<file path="src/inc/pps_consts.svh">
// register offsets, field positions and reset values of the port-2 stamp / pin / trigger slice
`ifndef PPS_CONSTS_SVH
`define PPS_CONSTS_SVH

`define PPS_ADDR_W 11
`define PPS_LANE0_MSB 7
`define PPS_LANE1_LSB 8
`define PPS_DATA_W 16
`define PPS_BE_W 2
`define PPS_GPIO_W 7
`define PPS_TRIG_W 12
`define PPS_STAMP_W 2
`define PPS_NS_W 30
`define PPS_SEC_W 2

`define PPS_OFF_SYNC_LO 11'h66c
`define PPS_OFF_SYNC_HI 11'h66e
`define PPS_OFF_PDR_LO 11'h670
`define PPS_OFF_PDR_HI 11'h672
`define PPS_OFF_GPIO_MON 11'h680
`define PPS_OFF_GPIO_DIR 11'h682
`define PPS_OFF_TRIG_IS 11'h688
`define PPS_OFF_TRIG_IE 11'h68a
`define PPS_OFF_STAMP_IS 11'h68c

`define PPS_RST_WORD 16'h0000
`define PPS_RST_GPIO 7'h00
`define PPS_RST_TRIG 12'h000

`define PPS_NS_LO_MSB 15
`define PPS_NS_HI_MSB 29
`define PPS_NS_HI_LSB 16
`define PPS_STAMP_SYNC_BIT 14
`define PPS_STAMP_PDR_BIT 15

`endif

</file>
<file path="src/inc/pps_pkg.sv">
// shared types of the port-2 stamp / pin / trigger register slice
`include "pps_consts.svh"
package pps_pkg;
	typedef logic [`PPS_ADDR_W-1:0] pps_addr_t;
	typedef logic [`PPS_DATA_W-1:0] pps_word_t;
	typedef logic [`PPS_BE_W-1:0] pps_be_t;
	typedef logic [`PPS_GPIO_W-1:0] pps_gpio_t;
	typedef logic [`PPS_TRIG_W-1:0] pps_trig_t;
	typedef logic [`PPS_NS_W-1:0] pps_ns_t;
	typedef logic [`PPS_SEC_W-1:0] pps_sec_t;
endpackage

</file>
<file path="src/inc/pps_evt_if.sv">
// set / clear / status carrier between the register slice and a sticky status bank
`timescale 1ns/1ps
interface pps_evt_if #(parameter int W = 12);
	logic [W-1:0] set;
	logic [W-1:0] clr;
	logic [W-1:0] status;
	modport bank (input set, input clr, output status);
	modport user (output set, output clr, input status);
endinterface

</file>
<file path="src/rtl/pps_regs.sv">
// port-2 egress stamps, pin monitor / direction and trigger-unit interrupt registers
// Function
// - sync stamp low word holds ns 15:0, resets zero, software read-write
// - sync stamp high word: seconds 1:0 in 15:14, ns 29:16 in 13:0
// - pdelay-resp stamp low word holds ns 15:0, resets zero
// - pdelay-resp stamp high word: seconds 1:0 in 15:14, ns 29:16 in 13:0
// - sync stamp arrival sets stamp-unit status bit 14, cleared by writing one
// - pin monitor read-only, bits 6:0 show pins 6..0, upper bits reserved
// - direction bit zero means trigger output, one means stamp input; resets zero
// - trigger unit done or error sets status bit; units 1..12 on bits 0..11
// - writing one clears a trigger status bit, writing zero leaves it
// - OR of twelve trigger status bits drives chip status bit 10
// - trigger enables in bits 11:0, reset zero; their OR drives chip enable bit 10
`timescale 1ns/1ps
`include "pps_consts.svh"
module pps_regs
	import pps_pkg::*;
(
	input wire logic CLK,
	input wire logic NRST,
	input wire pps_pkg::pps_addr_t REG_ADDR,
	input wire logic REG_WR,
	input wire logic REG_RD,
	input wire pps_pkg::pps_be_t REG_BE,
	input wire pps_pkg::pps_word_t REG_WDATA,
	output pps_pkg::pps_word_t REG_RDATA,
	output logic REG_RVALID,
	input wire logic SYNC_STAMP_VALID,
	input wire pps_pkg::pps_sec_t SYNC_STAMP_SEC,
	input wire pps_pkg::pps_ns_t SYNC_STAMP_NS,
	input wire logic PDR_STAMP_VALID,
	input wire pps_pkg::pps_sec_t PDR_STAMP_SEC,
	input wire pps_pkg::pps_ns_t PDR_STAMP_NS,
	input wire pps_pkg::pps_gpio_t GPIO_IN,
	input wire pps_pkg::pps_trig_t TRIG_EVENT,
	output pps_pkg::pps_gpio_t GPIO_DIR,
	output logic [`PPS_STAMP_W-1:0] STAMP_IRQ_STATUS,
	output logic TRIG_ISR_BIT,
	output logic TRIG_IER_BIT,
	output logic TRIG_IRQ
);
	import pps_pkg::*;

	// ----------------------------------------------------------------
	// byte-lane merge
	// ----------------------------------------------------------------
	function automatic pps_word_t lane_merge(input pps_word_t old, input pps_word_t wd,
		input pps_be_t be);
		pps_word_t res;
		res = old;
		if (be[0]) begin
			res[`PPS_LANE0_MSB:0] = wd[`PPS_LANE0_MSB:0];
		end
		if (be[1]) begin
			res[`PPS_DATA_W-1:`PPS_LANE1_LSB] = wd[`PPS_DATA_W-1:`PPS_LANE1_LSB];
		end
		return res;
	endfunction

	// ----------------------------------------------------------------
	// address decode
	// ----------------------------------------------------------------
	// bit 0 is dropped from the decode; lanes come from REG_BE
	pps_addr_t word_addr;
	assign word_addr = {REG_ADDR[`PPS_ADDR_W-1:1], 1'b0};

	// one compare per register; an offset that hits nothing reads zero
	logic hit_sync_lo;
	logic hit_sync_hi;
	logic hit_pdr_lo;
	logic hit_pdr_hi;
	logic hit_gpio_mon;
	logic hit_gpio_dir;
	logic hit_trig_is;
	logic hit_trig_ie;
	logic hit_stamp_is;
	assign hit_sync_lo = (word_addr == `PPS_OFF_SYNC_LO);
	assign hit_sync_hi = (word_addr == `PPS_OFF_SYNC_HI);
	assign hit_pdr_lo = (word_addr == `PPS_OFF_PDR_LO);
	assign hit_pdr_hi = (word_addr == `PPS_OFF_PDR_HI);
	assign hit_gpio_mon = (word_addr == `PPS_OFF_GPIO_MON);
	assign hit_gpio_dir = (word_addr == `PPS_OFF_GPIO_DIR);
	assign hit_trig_is = (word_addr == `PPS_OFF_TRIG_IS);
	assign hit_trig_ie = (word_addr == `PPS_OFF_TRIG_IE);
	assign hit_stamp_is = (word_addr == `PPS_OFF_STAMP_IS);

	// no write strobe for the monitor: it is read-only
	logic wr_sync_lo;
	logic wr_sync_hi;
	logic wr_pdr_lo;
	logic wr_pdr_hi;
	logic wr_gpio_dir;
	logic wr_trig_is;
	logic wr_trig_ie;
	logic wr_stamp_is;
	assign wr_sync_lo = REG_WR & hit_sync_lo;
	assign wr_sync_hi = REG_WR & hit_sync_hi;
	assign wr_pdr_lo = REG_WR & hit_pdr_lo;
	assign wr_pdr_hi = REG_WR & hit_pdr_hi;
	assign wr_gpio_dir = REG_WR & hit_gpio_dir;
	assign wr_trig_is = REG_WR & hit_trig_is;
	assign wr_trig_ie = REG_WR & hit_trig_ie;
	assign wr_stamp_is = REG_WR & hit_stamp_is;

	// only written lanes can clear or change bits
	pps_word_t wr_lanes;
	assign wr_lanes = lane_merge(`PPS_RST_WORD, REG_WDATA, REG_BE);

	// ----------------------------------------------------------------
	// egress stamp words
	// ----------------------------------------------------------------
	pps_word_t sync_lo;
	pps_word_t sync_hi;
	pps_word_t pdr_lo;
	pps_word_t pdr_hi;
	pps_word_t next_sync_lo;
	pps_word_t next_sync_hi;
	pps_word_t next_pdr_lo;
	pps_word_t next_pdr_hi;

	// capture beats a same-cycle software write: the fresh stamp is worth more
	pps_word_t cap_sync_lo;
	pps_word_t cap_sync_hi;
	pps_word_t cap_pdr_lo;
	pps_word_t cap_pdr_hi;
	assign cap_sync_lo = SYNC_STAMP_NS[`PPS_NS_LO_MSB:0];
	assign cap_sync_hi = {SYNC_STAMP_SEC, SYNC_STAMP_NS[`PPS_NS_HI_MSB:`PPS_NS_HI_LSB]};
	assign cap_pdr_lo = PDR_STAMP_NS[`PPS_NS_LO_MSB:0];
	assign cap_pdr_hi = {PDR_STAMP_SEC, PDR_STAMP_NS[`PPS_NS_HI_MSB:`PPS_NS_HI_LSB]};

	assign next_sync_lo = SYNC_STAMP_VALID ? cap_sync_lo :
		(wr_sync_lo ? lane_merge(sync_lo, REG_WDATA, REG_BE) : sync_lo);
	assign next_sync_hi = SYNC_STAMP_VALID ? cap_sync_hi :
		(wr_sync_hi ? lane_merge(sync_hi, REG_WDATA, REG_BE) : sync_hi);
	assign next_pdr_lo = PDR_STAMP_VALID ? cap_pdr_lo :
		(wr_pdr_lo ? lane_merge(pdr_lo, REG_WDATA, REG_BE) : pdr_lo);
	assign next_pdr_hi = PDR_STAMP_VALID ? cap_pdr_hi :
		(wr_pdr_hi ? lane_merge(pdr_hi, REG_WDATA, REG_BE) : pdr_hi);

	// low and high words have no shadow latch; read both after a stamp
	always_ff @(posedge CLK or negedge NRST) begin
		if (!NRST) begin
			sync_lo <= `PPS_RST_WORD;
			sync_hi <= `PPS_RST_WORD;
		end else begin
			sync_lo <= next_sync_lo;
			sync_hi <= next_sync_hi;
		end
	end

	always_ff @(posedge CLK or negedge NRST) begin
		if (!NRST) begin
			pdr_lo <= `PPS_RST_WORD;
			pdr_hi <= `PPS_RST_WORD;
		end else begin
			pdr_lo <= next_pdr_lo;
			pdr_hi <= next_pdr_hi;
		end
	end

	// ----------------------------------------------------------------
	// stamp-unit status, port-2 bits only
	// ----------------------------------------------------------------
	// other stamp units sit outside this slice, so only bits 15:14 exist here
	pps_evt_if #(.W(`PPS_STAMP_W)) stamp_evt ();
	pps_word_t stamp_clr_word;
	assign stamp_clr_word = wr_stamp_is ? wr_lanes : `PPS_RST_WORD;
	assign stamp_evt.set = {PDR_STAMP_VALID, SYNC_STAMP_VALID};
	assign stamp_evt.clr = stamp_clr_word[`PPS_STAMP_PDR_BIT:`PPS_STAMP_SYNC_BIT];

	pps_w1c_bank #(.W(`PPS_STAMP_W)) u_stamp_bank (
		.clk(CLK),
		.nrst(NRST),
		.evt(stamp_evt.bank)
	);
	assign STAMP_IRQ_STATUS = stamp_evt.status;

	// ----------------------------------------------------------------
	// pin monitor and direction
	// ----------------------------------------------------------------
	// pins are asynchronous: the monitor lags a pin change by two clocks
	pps_gpio_t gpio_sync;
	pps_sync2 #(.W(`PPS_GPIO_W)) u_gpio_sync (
		.clk(CLK),
		.nrst(NRST),
		.async_in(GPIO_IN),
		.sync_out(gpio_sync)
	);

	pps_gpio_t gpio_dir;
	pps_gpio_t next_gpio_dir;
	// merge on the padded word, then keep only the field bits
	pps_word_t dir_merged;
	assign dir_merged = lane_merge({{(`PPS_DATA_W-`PPS_GPIO_W){1'b0}}, gpio_dir},
		REG_WDATA, REG_BE);
	assign next_gpio_dir = wr_gpio_dir ? dir_merged[`PPS_GPIO_W-1:0] : gpio_dir;

	always_ff @(posedge CLK or negedge NRST) begin
		if (!NRST) begin
			gpio_dir <= `PPS_RST_GPIO;
		end else begin
			gpio_dir <= next_gpio_dir;
		end
	end
	// zero drives the pin as a trigger output, one hands it to a stamp input
	assign GPIO_DIR = gpio_dir;

	// ----------------------------------------------------------------
	// trigger-unit interrupt status and enable
	// ----------------------------------------------------------------
	pps_evt_if #(.W(`PPS_TRIG_W)) trig_evt ();
	pps_word_t trig_clr_word;
	assign trig_clr_word = wr_trig_is ? wr_lanes : `PPS_RST_WORD;
	assign trig_evt.set = TRIG_EVENT;
	assign trig_evt.clr = trig_clr_word[`PPS_TRIG_W-1:0];

	// an event in the cycle of its clear survives
	pps_w1c_bank #(.W(`PPS_TRIG_W)) u_trig_bank (
		.clk(CLK),
		.nrst(NRST),
		.evt(trig_evt.bank)
	);

	// enables mask only the host interrupt; status still collects events
	pps_trig_t trig_en;
	pps_trig_t next_trig_en;
	pps_word_t en_merged;
	assign en_merged = lane_merge({{(`PPS_DATA_W-`PPS_TRIG_W){1'b0}}, trig_en},
		REG_WDATA, REG_BE);
	assign next_trig_en = wr_trig_ie ? en_merged[`PPS_TRIG_W-1:0] : trig_en;

	always_ff @(posedge CLK or negedge NRST) begin
		if (!NRST) begin
			trig_en <= `PPS_RST_TRIG;
		end else begin
			trig_en <= next_trig_en;
		end
	end

	// summaries lag the status flops by one cycle so every output is a flop
	logic next_isr_bit;
	logic next_ier_bit;
	logic next_irq;
	assign next_isr_bit = |trig_evt.status;
	assign next_ier_bit = |trig_en;
	assign next_irq = |(trig_evt.status & trig_en);

	always_ff @(posedge CLK or negedge NRST) begin
		if (!NRST) begin
			TRIG_ISR_BIT <= 1'b0;
			TRIG_IER_BIT <= 1'b0;
			TRIG_IRQ <= 1'b0;
		end else begin
			TRIG_ISR_BIT <= next_isr_bit;
			TRIG_IER_BIT <= next_ier_bit;
			TRIG_IRQ <= next_irq;
		end
	end

	// ----------------------------------------------------------------
	// read path
	// ----------------------------------------------------------------
	// narrow fields pad with zero; unmapped offsets also read zero
	pps_word_t rd_gpio_mon;
	pps_word_t rd_gpio_dir;
	pps_word_t rd_trig_is;
	pps_word_t rd_trig_ie;
	pps_word_t rd_stamp_is;
	assign rd_gpio_mon = {{(`PPS_DATA_W-`PPS_GPIO_W){1'b0}}, gpio_sync};
	assign rd_gpio_dir = {{(`PPS_DATA_W-`PPS_GPIO_W){1'b0}}, gpio_dir};
	assign rd_trig_is = {{(`PPS_DATA_W-`PPS_TRIG_W){1'b0}}, trig_evt.status};
	assign rd_trig_ie = {{(`PPS_DATA_W-`PPS_TRIG_W){1'b0}}, trig_en};
	assign rd_stamp_is = {stamp_evt.status, {(`PPS_DATA_W-`PPS_STAMP_W){1'b0}}};

	// priority order is harmless: the hit lines are mutually exclusive
	pps_word_t rd_mux;
	assign rd_mux = hit_sync_lo ? sync_lo :
		hit_sync_hi ? sync_hi :
		hit_pdr_lo ? pdr_lo :
		hit_pdr_hi ? pdr_hi :
		hit_gpio_mon ? rd_gpio_mon :
		hit_gpio_dir ? rd_gpio_dir :
		hit_trig_is ? rd_trig_is :
		hit_trig_ie ? rd_trig_ie :
		hit_stamp_is ? rd_stamp_is : `PPS_RST_WORD;

	// read data holds between reads; REG_RVALID marks every read, mapped or not
	pps_word_t next_rdata;
	assign next_rdata = REG_RD ? rd_mux : REG_RDATA;

	always_ff @(posedge CLK or negedge NRST) begin
		if (!NRST) begin
			REG_RDATA <= `PPS_RST_WORD;
			REG_RVALID <= 1'b0;
		end else begin
			REG_RDATA <= next_rdata;
			REG_RVALID <= REG_RD;
		end
	end
endmodule

</file>
<file path="src/rtl/pps_sync2.sv">
// two-flop synchroniser for the pin inputs
`timescale 1ns/1ps
module pps_sync2 #(parameter int W = 7) (
	input wire logic clk,
	input wire logic nrst,
	input wire logic [W-1:0] async_in,
	output logic [W-1:0] sync_out
);
	logic [W-1:0] meta;

	// meta feeds only the second stage
	genvar i;
	generate
		for (i = 0; i < W; i++) begin : g_bit
			always_ff @(posedge clk or negedge nrst) begin
				if (!nrst) begin
					meta[i] <= 1'b0;
					sync_out[i] <= 1'b0;
				end else begin
					meta[i] <= async_in[i];
					sync_out[i] <= meta[i];
				end
			end
		end
	endgenerate
endmodule

</file>
<file path="src/rtl/pps_w1c_bank.sv">
// sticky status bits, set by hardware, cleared by writing one
`timescale 1ns/1ps
module pps_w1c_bank #(parameter int W = 12) (
	input wire logic clk,
	input wire logic nrst,
	pps_evt_if.bank evt
);
	// a set in the cycle of a clear wins, so no event is lost
	genvar i;
	generate
		for (i = 0; i < W; i++) begin : g_bit
			logic next_bit;
			assign next_bit = evt.set[i] | (evt.status[i] & ~evt.clr[i]);
			always_ff @(posedge clk or negedge nrst) begin
				if (!nrst) begin
					evt.status[i] <= 1'b0;
				end else begin
					evt.status[i] <= next_bit;
				end
			end
		end
	endgenerate
endmodule
</file>
<file path="config.mk">
export PLATFORM = sky130hd
export DESIGN_NAME = pps_regs
export DESIGN_NICKNAME = d
export VERILOG_FILES = /design/src/inc/pps_pkg.sv /design/src/inc/pps_evt_if.sv /design/src/rtl/pps_regs.sv /design/src/rtl/pps_sync2.sv /design/src/rtl/pps_w1c_bank.sv
export VERILOG_INCLUDE_DIRS = /design/src /design/src/inc
export SDC_FILE = /design/constraint.sdc
export NUM_CORES = 1
export LEC_CHECK = 0
export BUFFER_PORTS_ARGS = -buffer_cell sky130_fd_sc_hd__buf_2
export CAP_MARGIN = 20
export CORE_MARGIN = 10
export CORE_UTILIZATION = 45
export CTS_CLUSTER_DIAMETER = 80
export DETAILED_ROUTE_END_ITERATION = 7
export PLACE_DENSITY = 0.69
export SYNTH_ARGS = -nofsm -noshare
export SYNTH_HDL_FRONTEND = slang
export SYNTH_SLANG_ARGS = --single-unit
</file>
<file path="constraint.sdc">
create_clock -name CLK -period 1.3 [get_ports CLK]
set_input_delay 0.13 -clock CLK [delete_from_list [all_inputs] [get_ports CLK]]
set_output_delay 0.13 -clock CLK [all_outputs]
set_load 0.02 [all_outputs]
</file>
==> key figures, run 1 <==
Run status
  • Status: finished with violations
  • Failing checks: negative hold slack, negative setup slack

STA
  • Slew HR: 65.5%
  • Final Max Tran Viols: 0
  • Finish-stage setup viols: 48
  • Clk_skew: 5.82 ps
  • Fin crit period: 1620 ps
  • Final hold viol count: 1
  • Fmax: 618 MHz
  • Fin crit share: 125%
  • RSZ-0062 raised after global routing: yes
  • Hold WS: -1.21 ps
  • Setup slack after layout: -319 ps
  • Least-Margin Pin Slew: 518 ps

Synthesis
  • Mapped Avg Cell Area: 9.75 sq um
  • Post-Syn Area: 6280 sq um
  • Post-synth ARST share: 100%
  • Ys Warns: 0
  • Synth Instances: 644
  • Syn Nets: 762
  • Main synth FF type: dfrtp_1
  • Number of synthesized flops with an enable pin: 0
  • Flops & latches, synth: 131
  • Unique masters post-synth: 46
  • Seq/Total Area, Yosys: 52.2%

Place
  • Placed cell count: 1025
  • Hpwl dp: 16300 um
  • GP Congestion: 0.903
  • Placed inst area: 8160 sq um
  • # port buffers: 145

Power
  • Flop pwr share: 41.3%
  • Sw Share: 26.3%
  • P_int: 0.00806 W
  • Power Density: 1100 nW/um^2
  • Psw: 0.00288 W
  • Maximum VDD drop: 0.000981 V
  • Gate power share: 13.8%
  • Leakage power: 4.44 nW
  • Clock share of power: 44.9%

Final layout
  • Final cell count without fillers: 1137
  • Fin area: 9970 sq um
  • Final-stage net count: 1062
  • Share of cells above drive strength 1: 39.9%
  • P&R area growth vs syn: 58.8%
  • Number of fill cells: 966
  • ANT cells: 0

Critical path
  • Crit path capture type: register
  • Critical Path RT: 1620 ps
  • Crit path launch type: input port
  • Arrival time at the worst endpoint: 1940 ps
  • Worst Path Class, Setup: in2reg
  • CP Max Fanout: 4

Die
  • Row cnt: 43
  • Die width: 138 um
  • Die area: 19100 sq um
  • Core Area: 13800 sq um
  • Initial Util: 45.6%
  • I/O pins: 147
  • Die height: 138 um

Route
  • Vias after detailed routing: 6461
  • Via-to-Cell Ratio: 5.68
  • Drt wl/cell: 20.8 um
  • First-pass DRT Iterations: 5
  • Remaining DRCs: 0
  • Post-route ant nets: 0
  • Starting DRC count in detailed routing: 515
  • WL final: 23700 um

Global routing
  • Initial antenna violation count: 0
  • Largest net degree at the start of global routing: 70
  • Number of global-route vias before repair: 6769
  • GRT Total Usage: 23.3%
  • Gr ovfl total: 0
  • First-pass GRT wire length: 35700 um

Hold path
  • Hold WC Path Type: in2reg

Clock network
  • Num CTS Buffers: 17
  • Clock Latency Late Sink: 430 ps
  • TritonCTS Sinks: 131
  • Root buffer cell: clkbuf_16
  • Clk slew on worst S/H paths: 60 ps
  • H-tree levels: 4
  • Clock buffer depth: 2
  • CTS tree: built

Job
  • Number of max-cap violations: 0
==> registers in the layout, summed over array words and instances, names as in the netlist <==
| name | flops |
|---|---|
| REG_RDATA | 16 |
| pdr_hi | 16 |
| pdr_lo | 16 |
| sync_hi | 16 |
| sync_lo | 16 |
| trig_en | 12 |
| u_trig_bank.evt.status | 12 |
| GPIO_DIR | 7 |
| u_gpio_sync.meta | 7 |
| u_gpio_sync.sync_out | 7 |
| u_stamp_bank.evt.status | 2 |
| REG_RVALID | 1 |
| TRIG_IER_BIT | 1 |
| TRIG_IRQ | 1 |
| TRIG_ISR_BIT | 1 |
==> placed cells by master, fill, tap and decap left out, drive strengths merged, types with 6 or more instances in the layout <==
cell type and count:
a21o 20, mux2 27, mux2i 18, buf 257, dlygate4sd3 54, nor2b 28, o22ai 10, nor2 22
a221oi 19, clkinvlp 7, nand3 6, nor3 9, clkbuf 20, nor4 11, a21oi 79, nand2 95
a31oi 8, inv 6, dfrtp 131, o21ai 81
==> critical path, cell delays in order <==
cell and delay (ps):
buf_6 90, or4b_4 560, or4_4 480, buf_6 160, nor3_2 130, o21ai_1 110, a31o_2 270
==> power by group through the flow <==
stage	logic [W]	clock network (W)	registers [W]
global placement	0.00120	0	0.00456
CTS	0.00144	0.00495	0.00450
global route	0.00164	0.00514	0.00454
floorplan	0.000591	0	0.00455
detailed placement	0.00123	0	0.00456
finish	0.00151	0.00492	0.00451
==> worst paths after layout <==
kind / start / to / slack, ps / depth (start not counted)
min in group asynchronous: NRST / trig_en[1] / 260 / 3
max: REG_ADDR[6] / REG_RDATA[0] / -320 / 7
max in group asynchronous: NRST / pdr_lo[5] / 650 / 3
min reg2reg: u_gpio_sync.meta[4] / u_gpio_sync.sync_out[4] / 350 / 0
min: PDR_STAMP_NS[5] / pdr_lo[5] / -1 / 3
max reg2reg: pdr_lo[8] / REG_RDATA[8] / -80 / 4
==> cells in the mapped netlist (all sizes together), types with 2 or more instances <==
master | instances | share of area (%)
nor4 | 11 | 1.4
a21oi | 76 | 6.1
a21o | 20 | 2.4
nor3 | 9 | 0.80
nand2 | 95 | 5.7
nand2b | 5 | 0.50
o2bb2ai | 3 | 0.42
clkbuf | 35 | 2.1
mux2 | 27 | 5.1
nor2 | 22 | 1.4
a31oi | 5 | 0.50
buf | 4 | 0.36
dfrtp | 131 | 52
a22o | 4 | 0.56
nor2b | 28 | 2.8
a211o | 3 | 0.42
or2 | 2 | 0.20
o21a | 2 | 0.24
nand4b | 2 | 0.28
inv | 4 | 0.24
o211ai | 3 | 0.36
a221oi | 19 | 2.7
or4 | 4 | 0.54
mux2i | 18 | 2.9
o22ai | 10 | 1.0
o21ai | 81 | 6.5
a22oi | 3 | 0.36
a31o | 3 | 0.42
nand3 | 6 | 0.48
==> logic make-up (layout without fill, tap and decap cells) <==
family,count (synthesis),count (layout),share of synthesized area (%)
AND/OR/NAND/NOR,191,191,15.1
buffers and inverters,44,351,2.75
flip-flops,131,131,52.2
multiplexers,45,45,7.95
AO/OA/AOI/OAI,233,239,22.0
==> cell type report <==
cell class | count | area, sq um | share of cell area [%]
multi-input combinational | 475 | 3430 | 34.4
tap | 180 | 225 | 2.26
timing repair buffer | 314 | 2410 | 24.1
inverter | 5 | 18.8 | 0.188
clock buffer | 17 | 425 | 4.27
clock inverter | 15 | 183 | 1.83
sequential | 131 | 3280 | 32.9
==> per-stage QoR <==
step	setup WS, ps	utilization (%)	total power (W)	TNS, ps
finish	-319	72.4	0.0109	-7570
CTS	-267	69.9	0.0109	-6410
global route	-320	72.4	0.0113	-9590
global placement	-723	59.2	0.00576	-53790
detailed placement	-770	59.2	0.00579	-57430
floorplan	-800	-	0.00514	-26430
==> layer usage <==
metal | vias to the layer above | wire length (um) | track usage [%]
li1 | 2964 | - | -
met1 | 3102 | 9520 | 27.5
met2 | 329 | 11500 | 38.9
met3 | 66 | 1810 | 6.37
met4 | 0 | 822 | 10.3
met5 | - | 0 | 0
==> repair_timing <==
| action | CTS | global route |
|---|---|---|
| gates resized for setup | 50 | 38 |
| setup buffers | 8 | 10 |
| pin swaps | 22 | 25 |
| hold buffers | 54 | 0 |
| endpoints found under the setup margin | 69 | 109 |
| endpoints found under the hold margin | 184 | 0 |
| cloned | 3 | 6 |
No activity file was read; power rests on OpenSTA's default activity.
==> run 2: changes to the inputs <==
- clock period: 1.3 -> 1.87 ns (I/O delays scaled with it)
==> run 2 against run 1 <==
The run now ends clean. Sequential share of layout area grew 5.5 points. First-iteration DRC count shrank 12%. Non-clock buffer count fell by 83. Count of clock-buffer cells in the layout grew 3. Setup slack improved by 470 ps. Combinational power fell by 46%. Die area stayed put. Worst hold slack gained 48 ps. Cell area fell by 14%. Critical path depth down 1. Global-route usage is 1.5 points lower. Largest power group unchanged.
==> key figures, run 2 (synthesized netlist as in run 1, its figures left out) <==
Critical path
  • Crit path capture type: register
  • Reg2Reg Depth: 4 (unchanged)
  • CP cell instances: buf_2 > or4b_4 > or4_4 > nor4_4 > buf_4 > mux2_4
  • CP peak stage delay: 580 ps (+20 ps)
  • Arrival time at the worst endpoint: 2030 ps (+90 ps)
  • Critical Path RT: 2180 ps (+560 ps)
  • CP Max Fanout: 10 (+6)
  • CP max stage cell: or4b_4
  • Crit path launch type: input port
  • Worst Path Class, Setup: in2reg

Power
  • Maximum VDD drop: 0.000550 V (-44%)
  • Total power: 0.00763 W (-30%)
  • Leakage power: 3.88 nW (-13%)
  • Power Density: 892 nW/um^2 (-19%)

Clock network
  • Root buffer cell: clkbuf_16
  • H-tree levels: 4 (unchanged)
  • Clock buffer depth: 2 (unchanged)
  • TritonCTS Sinks: 131 (unchanged)
  • Num CTS Buffers: 17 (unchanged)
  • Buffer count from post-CTS setup fixing: 0 (-8)
  • Clock Latency Late Sink: 430 ps (about the same)
  • Clk slew on worst S/H paths: 60 ps (about the same)
  • CTS tree: built

Place
  • GP Congestion: 0.934 (+3.4%)
  • # port buffers: 145 (unchanged)
  • Hpwl dp: 15800 um (-3.2%)
  • Placed cell count: 988 (-3.6%)
  • Placed inst area: 7620 sq um (-6.6%)

Run status
  • Status: completed

STA
  • Fmax: 584 MHz
  • RSZ-0062 raised after global routing: no
  • Fin crit share: 91.6%
  • Final hold viol count: 0 (-1)
  • Slew HR: 30.0% (-35 points)
  • Finish-stage setup viols: 0 (-100%)
  • Fin crit period: 1710 ps
  • Clk_skew: 7.40 ps (+1.58 ps)
  • Least-Margin Pin Slew: 1050 ps (+532 ps)
  • Final Max Tran Viols: 0 (unchanged)

Route
  • First-pass DRT Iterations: 5 (unchanged)
  • Starting DRC count in detailed routing: 451 (-12%)
  • Remaining DRCs: 0 (unchanged)
  • Via-to-Cell Ratio: 5.71 (+0.42%)
  • Vias after detailed routing: 5980 (-7.4%)
  • Post-route ant nets: 0 (unchanged)
  • Drt wl/cell: 20.1 um (-3.8%)
  • WL final: 21000 um (-11%)

Die
  • Core Area: 13800 sq um (unchanged)
  • Die area: 19100 sq um (unchanged)
  • Row cnt: 43 (unchanged)
  • Die height: 138 um (unchanged)
  • I/O pins: 147 (unchanged)
  • Initial Util: 45.6% (unchanged)
  • Die width: 138 um (unchanged)

Global routing
  • GRT Total Usage: 21.8% (-1.5 points)
  • Gr ovfl total: 0 (unchanged)
  • Number of global-route vias before repair: 6238 (-7.8%)
  • Initial antenna violation count: 0 (unchanged)
  • Largest net degree at the start of global routing: 132 (+89%)
  • First-pass GRT wire length: 33600 um (-5.9%)

Final layout
  • Commonest non-fill, non-tap cell in the layout: buf_2
  • ANT cells: 0 (unchanged)
  • Util after Layout: 62.1% (-10 points)
  • Final-stage net count: 973 (-8.4%)
  • Number of fill cells: 1166 (+21%)
  • Final cell count without fillers: 1048 (-7.8%)
  • Most frequent cells in the layout: buf_2 (144), dfrtp_1 (131), nand2_1 (95)
  • Share of cells above drive strength 1: 31.3% (-8.6 points)
  • Fin area: 8550 sq um (-14%)
  • P&R area growth vs syn: 36.2%

Hold path
  • Hold Path Cell Cnt: 3 (unchanged)
  • Hold WC Path Type: in2reg

Job
  • Number of max-cap violations: 0 (unchanged)
## run 2: metal layers
layer,track usage (%),routed length (um),up-vias
met2,34.8,9900,266
met5,0,0,-
li1,-,-,2774
met3,6.10,1450,51
met1,27.2,8970,2889
met4,9.21,701,0
## run 2: area by class of cell
cell class                 count  area [sq um]  share of cell area [%]
inverter                       5          18.8                   0.219
clock inverter                12           205                    2.40
tap                          180           225                    2.63
timing repair buffer         231          1520                    17.8
multi-input combinational    469          2860                    33.4
sequential                   131          3280                    38.3
clock buffer                  20           447                    5.22
## run 2: through the flow
step | hold slack, ps | TNS (ps) | worst slack (ps)
2_1_floorplan | -109 | -2110 | -287
3_3_place_gp | 295 | -8250 | -254
3_5_place_dp | 296 | -9860 | -274
4_1_cts | 30.1 | 0 | 176
5_1_grt | 59.2 | 0 | 33.6
6_report | 46.4 | 0 | 156
## run 2: critical path, delay by kind of cell
family                 cells  cell delay, ps
AND/OR/NAND/NOR            3            1200
buffers and inverters      2             330
multiplexers               1             310
## run 2: what timing repair did
item / in CTS / in global routing
hold buffers: 28 / 0
hold endpoints to repair: 158 / 0
resized for setup: 0 / 0
## run 2: path summary, 6_finish.rpt
| check | from | end | slack [ps] |
|---|---|---|---|
| worst min-delay path | SYNC_STAMP_NS[14] | sync_lo[14] | 50 |
| worst max-delay path | REG_ADDR[6] | GPIO_DIR[5] | 160 |
| worst max register to register | u_trig_bank.evt.status[7] | REG_RDATA[7] | 290 |
| worst min register to register | u_gpio_sync.meta[2] | u_gpio_sync.sync_out[2] | 350 |
| max in group asynchronous | NRST | sync_hi[7] | 950 |
| min in group asynchronous | NRST | u_trig_bank.evt.status[9] | 430 |
## run 2: where the power goes
part | switching [W] | total (W) | internal, W | leakage, nW
Combinational | 0.000465 | 0.000819 | 0.000354 | 1.98
Sequential | 0.000113 | 0.00313 | 0.00302 | 1.58
Clock | 0.00128 | 0.00368 | 0.00240 | 0.310
